$ cat src/include/event_task_link_consts.svh
/*
 constants of the event/task link register slice: offsets, reset values, bus codes.
 assumes byte addressing on a 32-bit AXI4-Lite register bus.
*/
`ifndef EVENT_TASK_LINK_CONSTS_SVH
`define EVENT_TASK_LINK_CONSTS_SVH

`define OFS_CH19_EVENT_SOURCE_POINTER 12'h5A8
`define OFS_CH19_TASK_TARGET_POINTER  12'h5AC
`define OFS_GROUP0_MEMBER_MASK        12'h800
`define OFS_GROUP1_MEMBER_MASK        12'h804
`define RST_POINTER                   32'h00000000
`define RST_MEMBER_MASK               32'h00000000
`define RESP_OKAY                     2'h0
`define RESP_SLVERR                   2'h2
`define EVENT_GROUP_BASE              32'h40000100
`define EVENT_GROUP_LIMIT             32'h400001FF
`define TASK_GROUP_BASE               32'h40000000
`define TASK_GROUP_LIMIT              32'h400000FF

`endif

$ cat src/include/event_task_link_pkg.sv
/*
 types of the register slice's write and read handshake states; the storage word uses none.
 assumes nothing beyond a SystemVerilog compiler.
*/
package event_task_link_pkg;
    typedef enum logic [1:0] {
        WR_IDLE = 2'b00,
        WR_RESP = 2'b01
    } wr_state_t;
    typedef enum logic [1:0] {
        RD_IDLE = 2'b00,
        RD_DATA = 2'b01
    } rd_state_t;
endpackage

$ cat src/rtl/event_task_link_regs.sv
/*
 register slice of the event-to-task interconnect on an AXI4-Lite slave:
 channel 19 pointers and group 0/1 member masks.
 pointer writes outside their group window answer SLVERR and leave the word as it was.
 assumes one clock REF_CLK, async active-low RSTN, master obeying AXI4-Lite.
 assumes CE high to run; CE low freezes the handshake as well, so keep requests off then.
*/
// Behaviour
// - channel 19 event source pointer at 0x5A8, 32-bit RW, resets to zero
// - event pointer accepts only addresses inside the peripheral event group
// - channel 19 task target pointer at 0x5AC, 32-bit RW, resets to zero
// - task pointer accepts only addresses inside the peripheral task group
// - group 0 member mask at 0x800, RW, zero reset, bit n is channel n
// - group 1 member mask at 0x804, same layout as group 0
// - mask bit 0 excludes the channel, bit 1 includes it
`timescale 1ns/1ns
`default_nettype none
`include "event_task_link_consts.svh"
module event_task_link_regs #(
    parameter int          ADDR_W     = 12,
    parameter logic [31:0] EVENT_BASE = `EVENT_GROUP_BASE,
    parameter logic [31:0] EVENT_LIM  = `EVENT_GROUP_LIMIT,
    parameter logic [31:0] TASK_BASE  = `TASK_GROUP_BASE,
    parameter logic [31:0] TASK_LIM   = `TASK_GROUP_LIMIT
) (
    input  wire logic              REF_CLK,
    input  wire logic              RSTN,
    input  wire logic              CE,
    input  wire logic [ADDR_W-1:0] AWADDR,
    input  wire logic [2:0]        AWPROT,
    input  wire logic              AWVALID,
    output var  logic              AWREADY,
    input  wire logic [31:0]       WDATA,
    input  wire logic [3:0]        WSTRB,
    input  wire logic              WVALID,
    output var  logic              WREADY,
    output var  logic [1:0]        BRESP,
    output var  logic              BVALID,
    input  wire logic              BREADY,
    input  wire logic [ADDR_W-1:0] ARADDR,
    input  wire logic [2:0]        ARPROT,
    input  wire logic              ARVALID,
    output var  logic              ARREADY,
    output var  logic [31:0]       RDATA,
    output var  logic [1:0]        RRESP,
    output var  logic              RVALID,
    input  wire logic              RREADY,
    output var  logic [31:0]       EVENT_SOURCE_POINTER,
    output var  logic [31:0]       TASK_TARGET_POINTER,
    output var  logic [31:0]       GROUP0_MEMBER_MASK,
    output var  logic [31:0]       GROUP1_MEMBER_MASK
);
    typedef struct packed {
        event_task_link_pkg::wr_state_t wst;
        logic                           aw_have;
        logic [ADDR_W-1:0]              aw_addr;
        logic                           w_have;
        logic [31:0]                    w_data;
        logic [3:0]                     w_strb;
        logic                           awready;
        logic                           wready;
        logic                           bvalid;
        logic [1:0]                     bresp;
        event_task_link_pkg::rd_state_t rst;
        logic                           arready;
        logic                           rvalid;
        logic [31:0]                    rdata;
        logic [1:0]                     rresp;
    } bus_state_t;

    // every ready low in reset: nothing is taken before the first running edge
    localparam bus_state_t BUS_RESET = '{
        wst:     event_task_link_pkg::WR_IDLE,
        aw_have: 1'b0,
        aw_addr: '0,
        w_have:  1'b0,
        w_data:  '0,
        w_strb:  '0,
        awready: 1'b0,
        wready:  1'b0,
        bvalid:  1'b0,
        bresp:   `RESP_OKAY,
        rst:     event_task_link_pkg::RD_IDLE,
        arready: 1'b0,
        rvalid:  1'b0,
        rdata:   '0,
        rresp:   `RESP_OKAY
    };

    bus_state_t st_reg;
    bus_state_t st_next;

    logic [31:0] evt_q;
    logic [31:0] tsk_q;
    logic [31:0] g0_q;
    logic [31:0] g1_q;
    logic        wr_evt;
    logic        wr_tsk;
    logic        wr_g0;
    logic        wr_g1;
    logic        wr_fire;
    logic [ADDR_W-1:0] waddr_word;
    logic [ADDR_W-1:0] raddr_word;
    logic [31:0] wmerged_evt;
    logic [31:0] wmerged_tsk;
    logic        evt_ok;
    logic        tsk_ok;
    logic        hit_evt;
    logic        hit_tsk;
    logic        hit_g0;
    logic        hit_g1;
    logic        wr_taken;

    // partial strobes merge against the held value before range checking
    // same lane merge as the word itself, so the window test sees the final value
    function automatic logic [31:0] merge(input logic [31:0] old_v,
                                          input logic [31:0] new_v,
                                          input logic [3:0]  strb);
        logic [31:0] r;
        r = old_v;
        for (int i = 0; i < 4; i++) begin
            if (strb[i]) begin
                r[i*8 +: 8] = new_v[i*8 +: 8];
            end
        end
        return r;
    endfunction

    assign wr_fire     = st_reg.aw_have && st_reg.w_have
                         && st_reg.wst == event_task_link_pkg::WR_IDLE;
    // address bits [1:0] are ignored: every register is one whole word
    assign waddr_word  = {st_reg.aw_addr[ADDR_W-1:2], 2'b00};
    assign raddr_word  = {ARADDR[ADDR_W-1:2], 2'b00};
    assign wmerged_evt = merge(evt_q, st_reg.w_data, st_reg.w_strb);
    assign wmerged_tsk = merge(tsk_q, st_reg.w_data, st_reg.w_strb);
    // out-of-group pointers are dropped, old value kept, SLVERR returned
    assign evt_ok      = wmerged_evt >= EVENT_BASE && wmerged_evt <= EVENT_LIM;
    assign tsk_ok      = wmerged_tsk >= TASK_BASE && wmerged_tsk <= TASK_LIM;
    assign hit_evt     = waddr_word == `OFS_CH19_EVENT_SOURCE_POINTER;
    assign hit_tsk     = waddr_word == `OFS_CH19_TASK_TARGET_POINTER;
    assign hit_g0      = waddr_word == `OFS_GROUP0_MEMBER_MASK;
    assign hit_g1      = waddr_word == `OFS_GROUP1_MEMBER_MASK;
    assign wr_evt      = wr_fire && hit_evt && evt_ok;
    assign wr_tsk      = wr_fire && hit_tsk && tsk_ok;
    assign wr_g0       = wr_fire && hit_g0;
    assign wr_g1       = wr_fire && hit_g1;
    assign wr_taken    = wr_evt || wr_tsk || wr_g0 || wr_g1;

    always_comb begin
        st_next = st_reg;
        st_next.awready = 1'b0;
        st_next.wready  = 1'b0;
        st_next.arready = 1'b0;
        // write address and data captured independently, either order
        if (AWVALID && st_reg.awready) begin
            st_next.aw_have = 1'b1;
            st_next.aw_addr = AWADDR;
        end
        if (WVALID && st_reg.wready) begin
            st_next.w_have = 1'b1;
            st_next.w_data = WDATA;
            st_next.w_strb = WSTRB;
        end
        // response stands until BREADY; no new address or data is taken meanwhile
        case (st_reg.wst)
            event_task_link_pkg::WR_IDLE: begin
                if (wr_fire) begin
                    st_next.aw_have = 1'b0;
                    st_next.w_have  = 1'b0;
                    st_next.bvalid  = 1'b1;
                    st_next.wst     = event_task_link_pkg::WR_RESP;
                    if (wr_taken) begin
                        st_next.bresp = `RESP_OKAY;
                    end else begin
                        // unmapped offset, or a pointer outside its group window
                        st_next.bresp = `RESP_SLVERR;
                    end
                end else begin
                    st_next.awready = !st_next.aw_have && !(AWVALID && st_reg.awready);
                    st_next.wready  = !st_next.w_have && !(WVALID && st_reg.wready);
                end
            end
            event_task_link_pkg::WR_RESP: begin
                if (BREADY) begin
                    st_next.bvalid = 1'b0;
                    st_next.wst    = event_task_link_pkg::WR_IDLE;
                end
            end
            default: begin
                st_next.wst    = event_task_link_pkg::WR_IDLE;
                st_next.bvalid = 1'b0;
            end
        endcase
        // reads never disturb state; unmapped reads answer zero with SLVERR
        case (st_reg.rst)
            event_task_link_pkg::RD_IDLE: begin
                if (ARVALID && st_reg.arready) begin
                    st_next.rvalid = 1'b1;
                    st_next.rresp  = `RESP_OKAY;
                    st_next.rst    = event_task_link_pkg::RD_DATA;
                    case (raddr_word)
                        `OFS_CH19_EVENT_SOURCE_POINTER: st_next.rdata = evt_q;
                        `OFS_CH19_TASK_TARGET_POINTER:  st_next.rdata = tsk_q;
                        `OFS_GROUP0_MEMBER_MASK:        st_next.rdata = g0_q;
                        `OFS_GROUP1_MEMBER_MASK:        st_next.rdata = g1_q;
                        default: begin
                            st_next.rdata = 32'h00000000;
                            st_next.rresp = `RESP_SLVERR;
                        end
                    endcase
                end else begin
                    st_next.arready = 1'b1;
                end
            end
            event_task_link_pkg::RD_DATA: begin
                if (RREADY) begin
                    st_next.rvalid  = 1'b0;
                    st_next.rst     = event_task_link_pkg::RD_IDLE;
                end
            end
            default: begin
                st_next.rst    = event_task_link_pkg::RD_IDLE;
                st_next.rvalid = 1'b0;
            end
        endcase
    end

    // CE low freezes the whole slice, handshake included
    always_ff @(posedge REF_CLK or negedge RSTN) begin
        if (!RSTN) begin
            st_reg <= BUS_RESET;
        end else if (CE) begin
            st_reg <= st_next;
        end
    end

    // one word per register; a refused pointer write never strobes its word
    reg_word #(
        .RESET_VALUE(`RST_POINTER)
    ) u_evt (
        .clk  (REF_CLK),
        .rst_n(RSTN),
        .ce   (CE),
        .wr   (wr_evt),
        .strb (st_reg.w_strb),
        .wdata(st_reg.w_data),
        .q    (evt_q)
    );

    reg_word #(
        .RESET_VALUE(`RST_POINTER)
    ) u_tsk (
        .clk  (REF_CLK),
        .rst_n(RSTN),
        .ce   (CE),
        .wr   (wr_tsk),
        .strb (st_reg.w_strb),
        .wdata(st_reg.w_data),
        .q    (tsk_q)
    );

    reg_word #(
        .RESET_VALUE(`RST_MEMBER_MASK)
    ) u_g0 (
        .clk  (REF_CLK),
        .rst_n(RSTN),
        .ce   (CE),
        .wr   (wr_g0),
        .strb (st_reg.w_strb),
        .wdata(st_reg.w_data),
        .q    (g0_q)
    );

    reg_word #(
        .RESET_VALUE(`RST_MEMBER_MASK)
    ) u_g1 (
        .clk  (REF_CLK),
        .rst_n(RSTN),
        .ce   (CE),
        .wr   (wr_g1),
        .strb (st_reg.w_strb),
        .wdata(st_reg.w_data),
        .q    (g1_q)
    );

    assign AWREADY = st_reg.awready;
    assign WREADY  = st_reg.wready;
    assign BVALID  = st_reg.bvalid;
    assign BRESP   = st_reg.bresp;
    assign ARREADY = st_reg.arready;
    assign RVALID  = st_reg.rvalid;
    assign RDATA   = st_reg.rdata;
    assign RRESP   = st_reg.rresp;
    // outputs come straight from register-word flip-flops
    assign EVENT_SOURCE_POINTER = evt_q;
    assign TASK_TARGET_POINTER  = tsk_q;
    assign GROUP0_MEMBER_MASK   = g0_q;
    assign GROUP1_MEMBER_MASK   = g1_q;

    // protection bits and address byte lanes are accepted and ignored
    logic unused_prot;
    assign unused_prot = ^{AWPROT, ARPROT, st_reg.aw_addr[1:0]};
endmodule // event_task_link_regs
`default_nettype wire

$ cat src/rtl/reg_word.sv
/*
 one 32-bit register word with byte-lane write enables.
 assumes writes are qualified by the caller; value comes from a flip-flop.
*/
`timescale 1ns/1ns
`default_nettype none
module reg_word #(
    parameter logic [31:0] RESET_VALUE = 32'h00000000
) (
    input  wire logic        clk,
    input  wire logic        rst_n,
    input  wire logic        ce,
    input  wire logic        wr,
    input  wire logic [3:0]  strb,
    input  wire logic [31:0] wdata,
    output var  logic [31:0] q
);
    typedef struct packed {
        logic [31:0] word;
    } word_state_t;

    word_state_t st_reg;
    word_state_t st_next;

    always_comb begin
        st_next = st_reg;
        if (wr) begin
            for (int i = 0; i < 4; i++) begin
                if (strb[i]) begin
                    st_next.word[i*8 +: 8] = wdata[i*8 +: 8];
                end
            end
        end
    end

    always_ff @(posedge clk or negedge rst_n) begin
        if (!rst_n) begin
            st_reg <= '{word: RESET_VALUE};
        end else if (ce) begin
            st_reg <= st_next;
        end
    end

    assign q = st_reg.word;
endmodule // reg_word
`default_nettype wire

$ cat config.mk
export PLATFORM = sky130hd
export DESIGN_NAME = event_task_link_regs
export DESIGN_NICKNAME = d
export VERILOG_FILES = /design/src/include/event_task_link_pkg.sv /design/src/rtl/event_task_link_regs.sv /design/src/rtl/reg_word.sv
export VERILOG_INCLUDE_DIRS = /design/src /design/src/include
export SDC_FILE = /design/constraint.sdc
export NUM_CORES = 1
export LEC_CHECK = 0
export ABC_AREA = 1
export BUFFER_PORTS_ARGS = -buffer_cell sky130_fd_sc_hd__buf_2
export CORE_MARGIN = 10
export CORE_UTILIZATION = 55
export CTS_CLUSTER_DIAMETER = 30
export DETAILED_ROUTE_END_ITERATION = 8
export PLACE_DENSITY = 0.8
export SYNTH_ARGS = -nofsm -noshare
export SYNTH_HDL_FRONTEND = slang
export SYNTH_HIERARCHICAL = 1
export SYNTH_SLANG_ARGS = --single-unit
$ cat constraint.sdc
create_clock -name REF_CLK -period 1.9 [get_ports REF_CLK]
set_input_delay 0 -clock REF_CLK [delete_from_list [all_inputs] [get_ports REF_CLK]]
set_output_delay 0 -clock REF_CLK [all_outputs]
set_load 0.005 [all_outputs]
==> key figures <==
Run status
  – Outcome: finished, final reports clean

Floorplanning
  – # IOs: 243
  – Die width: 163.7 um
  – Die Footprint: 0.02680 sq mm
  – Starting Density: 0.5595
  – Core area: 0.02030 sq mm
  – Row cnt: 52
  – Height of the chip: 163.7 um

Critical path
  – Worst R2R Path Depth: 13
  – CP max FO: 8
  – CP arrival: 2.28 ns
  – Crit end category: flip-flop
  – Critical path type: flip-flop to flip-flop
  – Startpoint Class: flip-flop
  – CP Data Required Time: 2.32 ns

Global route
  – First-pass GRT wire length: 61.94 mm
  – Met1 Track Usage GR: 0.3575
  – Busiest grt layer: met2
  – Met2 Use GR: 0.4639
  – Vias in the first global route: 11590
  – Remaining global-route overflow: 0
  – Antenna violations before repair: 0
  – Met3 Usage GRT: 0.06909
  – Largest net degree at the start of global routing: 147
  – Overall global routing resource usage: 0.2853

Pwr
  – Worst ir drop on vdd: 931.3 uV
  – Leakage dissipation: 8.382 nW
  – Cell Pwr Density: 1174 mW/mm^2

Timing
  – Slack of the critical path: 0.03406 ns
  – Tcrit/Tclk final: 0.9821
  – # setup viols final: 0
  – RSZ-0062 raised after global routing: true
  – Fmax: 535.9 MHz
  – Setup TNS: 0 ns
  – Slew Limit Fails: 0
  – Hold Slack: 0.02579 ns
  – Slew headroom: 0.4705
  – Fin crit period: 1.866 ns
  – Final Hold Viols: 0
  – Worst Skew: 0.01314 ns
  – Worst-margin pin slew: 0.7931 ns

Drt
  – DRC violation count after routing: 0
  – Vias: 11680
  – Drt wl/cell: 19.97 um
  – DR pass1 iterations: 6
  – Initial DRC Count: 1286
  – DRT Wirelength: 39.46 mm
  – Via density: 5.910
  – Post-DRT Antenna Nets: 0

Clock tree
  – Clk sinks: 216
  – Root buf cell: clkbuf_16
  – CTS tree: done
  – CTS clk-pin slew, worst paths: 0.05 ns
  – CTS Buf Count: 50
  – CTS Buffer Depth: 3
  – H-tree levels: 2
  – Worst skew pair latency: 0.53 ns

Job
  – Max-cap viol count: 0

Synthesis
  – Synthesized flop and latch total: 216
  – Synth area leader: dfrtp_1
  – Yosys top cell area share: 0.4759
  – Distinct cells, synth: 26
  – Register area share after synthesis: 0.4759
  – Cell area after synthesis: 0.01136 sq mm
  – Syn Inst Count: 1354
  – Warnings, synthesis: 6
  – Avg Cell Area, Syn: 8.389 sq um
  – Top cells by area, synth: dfrtp_1 (48%), nand2_1 (19%), nand4_1 (11%)

Cells and area
  – Largest register FFs: 49
  – Area Growth Syn to Fin: 31.93%
  – Commonest cells after routing, fill and taps aside: nand2_1 (535), buf_2 (228), dfrtp_1 (212)
  – Ant diodes: 0
  – Commonest non-fill, non-tap cell in the layout: nand2_1
  – Final nets: 1739
  – Post-layout instance area: 0.01499 sq mm
  – Count of filler cells inserted in the layout: 1429
  – Fraction of layout cells with a size suffix above 1: 0.2855

Min path
  – HP Class: input pin to async pin

Placement
  – Dpl ws: 0.03371 ns
  – Dpl cell area: 0.01241 sq mm
  – Placer Congestion: 0.8921
  – # port buffers: 230
  – DPL Wire Length: 24.16 mm
-- synth_stat cells, drive strengths merged --
library cell,number
a21oi,1
a32o,2
and3,1
nor3,3
nand2,560
nand3,95
conb,1
buf,95
nor2,63
dfrtp,216
inv,31
nand4,194
nor3b,1
o21ai,54
clkbuf,36
nand3b,1
-- kinds of logic (layout without fill, tap and decap cells) --
group	Yosys count	after routing	synth area share
compound gates	57	57	0.02600
buf+inv	162	513	0.1196
simple gates	918	918	0.3782
other cells	1	2	0.0003302
flops	216	216	0.4759
-- worst max-delay path, stage by stage (launching register included) --
cell and delay [ns]:
dfrtp_1 0.43, nand2_2 0.12, nand3_2 0.09, inv_2 0.06
nand2_2 0.04, nor2_2 0.11, nand2_1 0.08, nor2_1 0.13
nand2_1 0.10, inv_2 0.08, buf_6 0.14, nand3_4 0.16
nand2_2 0.15, nand2_1 0.06
-- metrics by stage --
stage / total power, mW / utilization / std cells
detailed placement: 8.538 / 0.6116 / 1813
floorplan: 7.674 / - / 1355
finish: 17.59 / 0.7382 / 1976
CTS: 17.33 / 0.7294 / 1971
global placement: 8.425 / 0.6116 / 1813
global route: 18.25 / 0.7382 / 1976
-- per-layer routing --
layer  vias up  part of all wire
li1       5178                 -
met1      5569              0.38
met2       809              0.48
met3       123              0.11
met4         0             0.034
met5         -                 0
-- where the power goes --
part	internal (mW)	switching, mW	total, mW
Clock	5.94	2.67	8.61
Combinational	1.03	1.96	2.99
Sequential	5.22	0.784	6.00
-- final timing paths --
path / start / endpoint / slack (ns)
setup / recovery: st_reg[46]$_DFFE_PN0P_ / u_evt/q[18]$_DFFE_PN0P_ / 0.03
hold / removal: RSTN / RDATA[26]$_DFFE_PN0P_ / 0.03
setup reg to reg: st_reg[46]$_DFFE_PN0P_ / u_evt/q[18]$_DFFE_PN0P_ / 0.03
hold reg to reg: RDATA[29]$_DFFE_PN0P_ / RDATA[29]$_DFFE_PN0P_ / 0.47
max in group asynchronous: RSTN / RDATA[3]$_DFFE_PN0P_ / 1.11
min in group REF_CLK: WDATA[1] / st_reg[48]$_DFFE_PN0P_ / 0.21
-- layout make-up --
class	count	area [sq um]	area share
well taps	270	337.8	0.02254
multi-input cells	977	4730	0.3156
clock inverters	22	241.5	0.01611
repair buffers	389	2663	0.1777
flip-flops and latches	216	5410	0.3610
clock buffers	71	1484	0.09902
inverters	31	120.1	0.008015
-- repair_timing --
item,CTS,global route
setup buffers,0,5
resized for setup,5,59
endpoints found under the hold margin,268,0
hold buffers,65,0
pin swaps,0,20
setup endpoints to repair,8,129
cloned,0,0
Note: power is estimated with default switching activity, not from simulation.
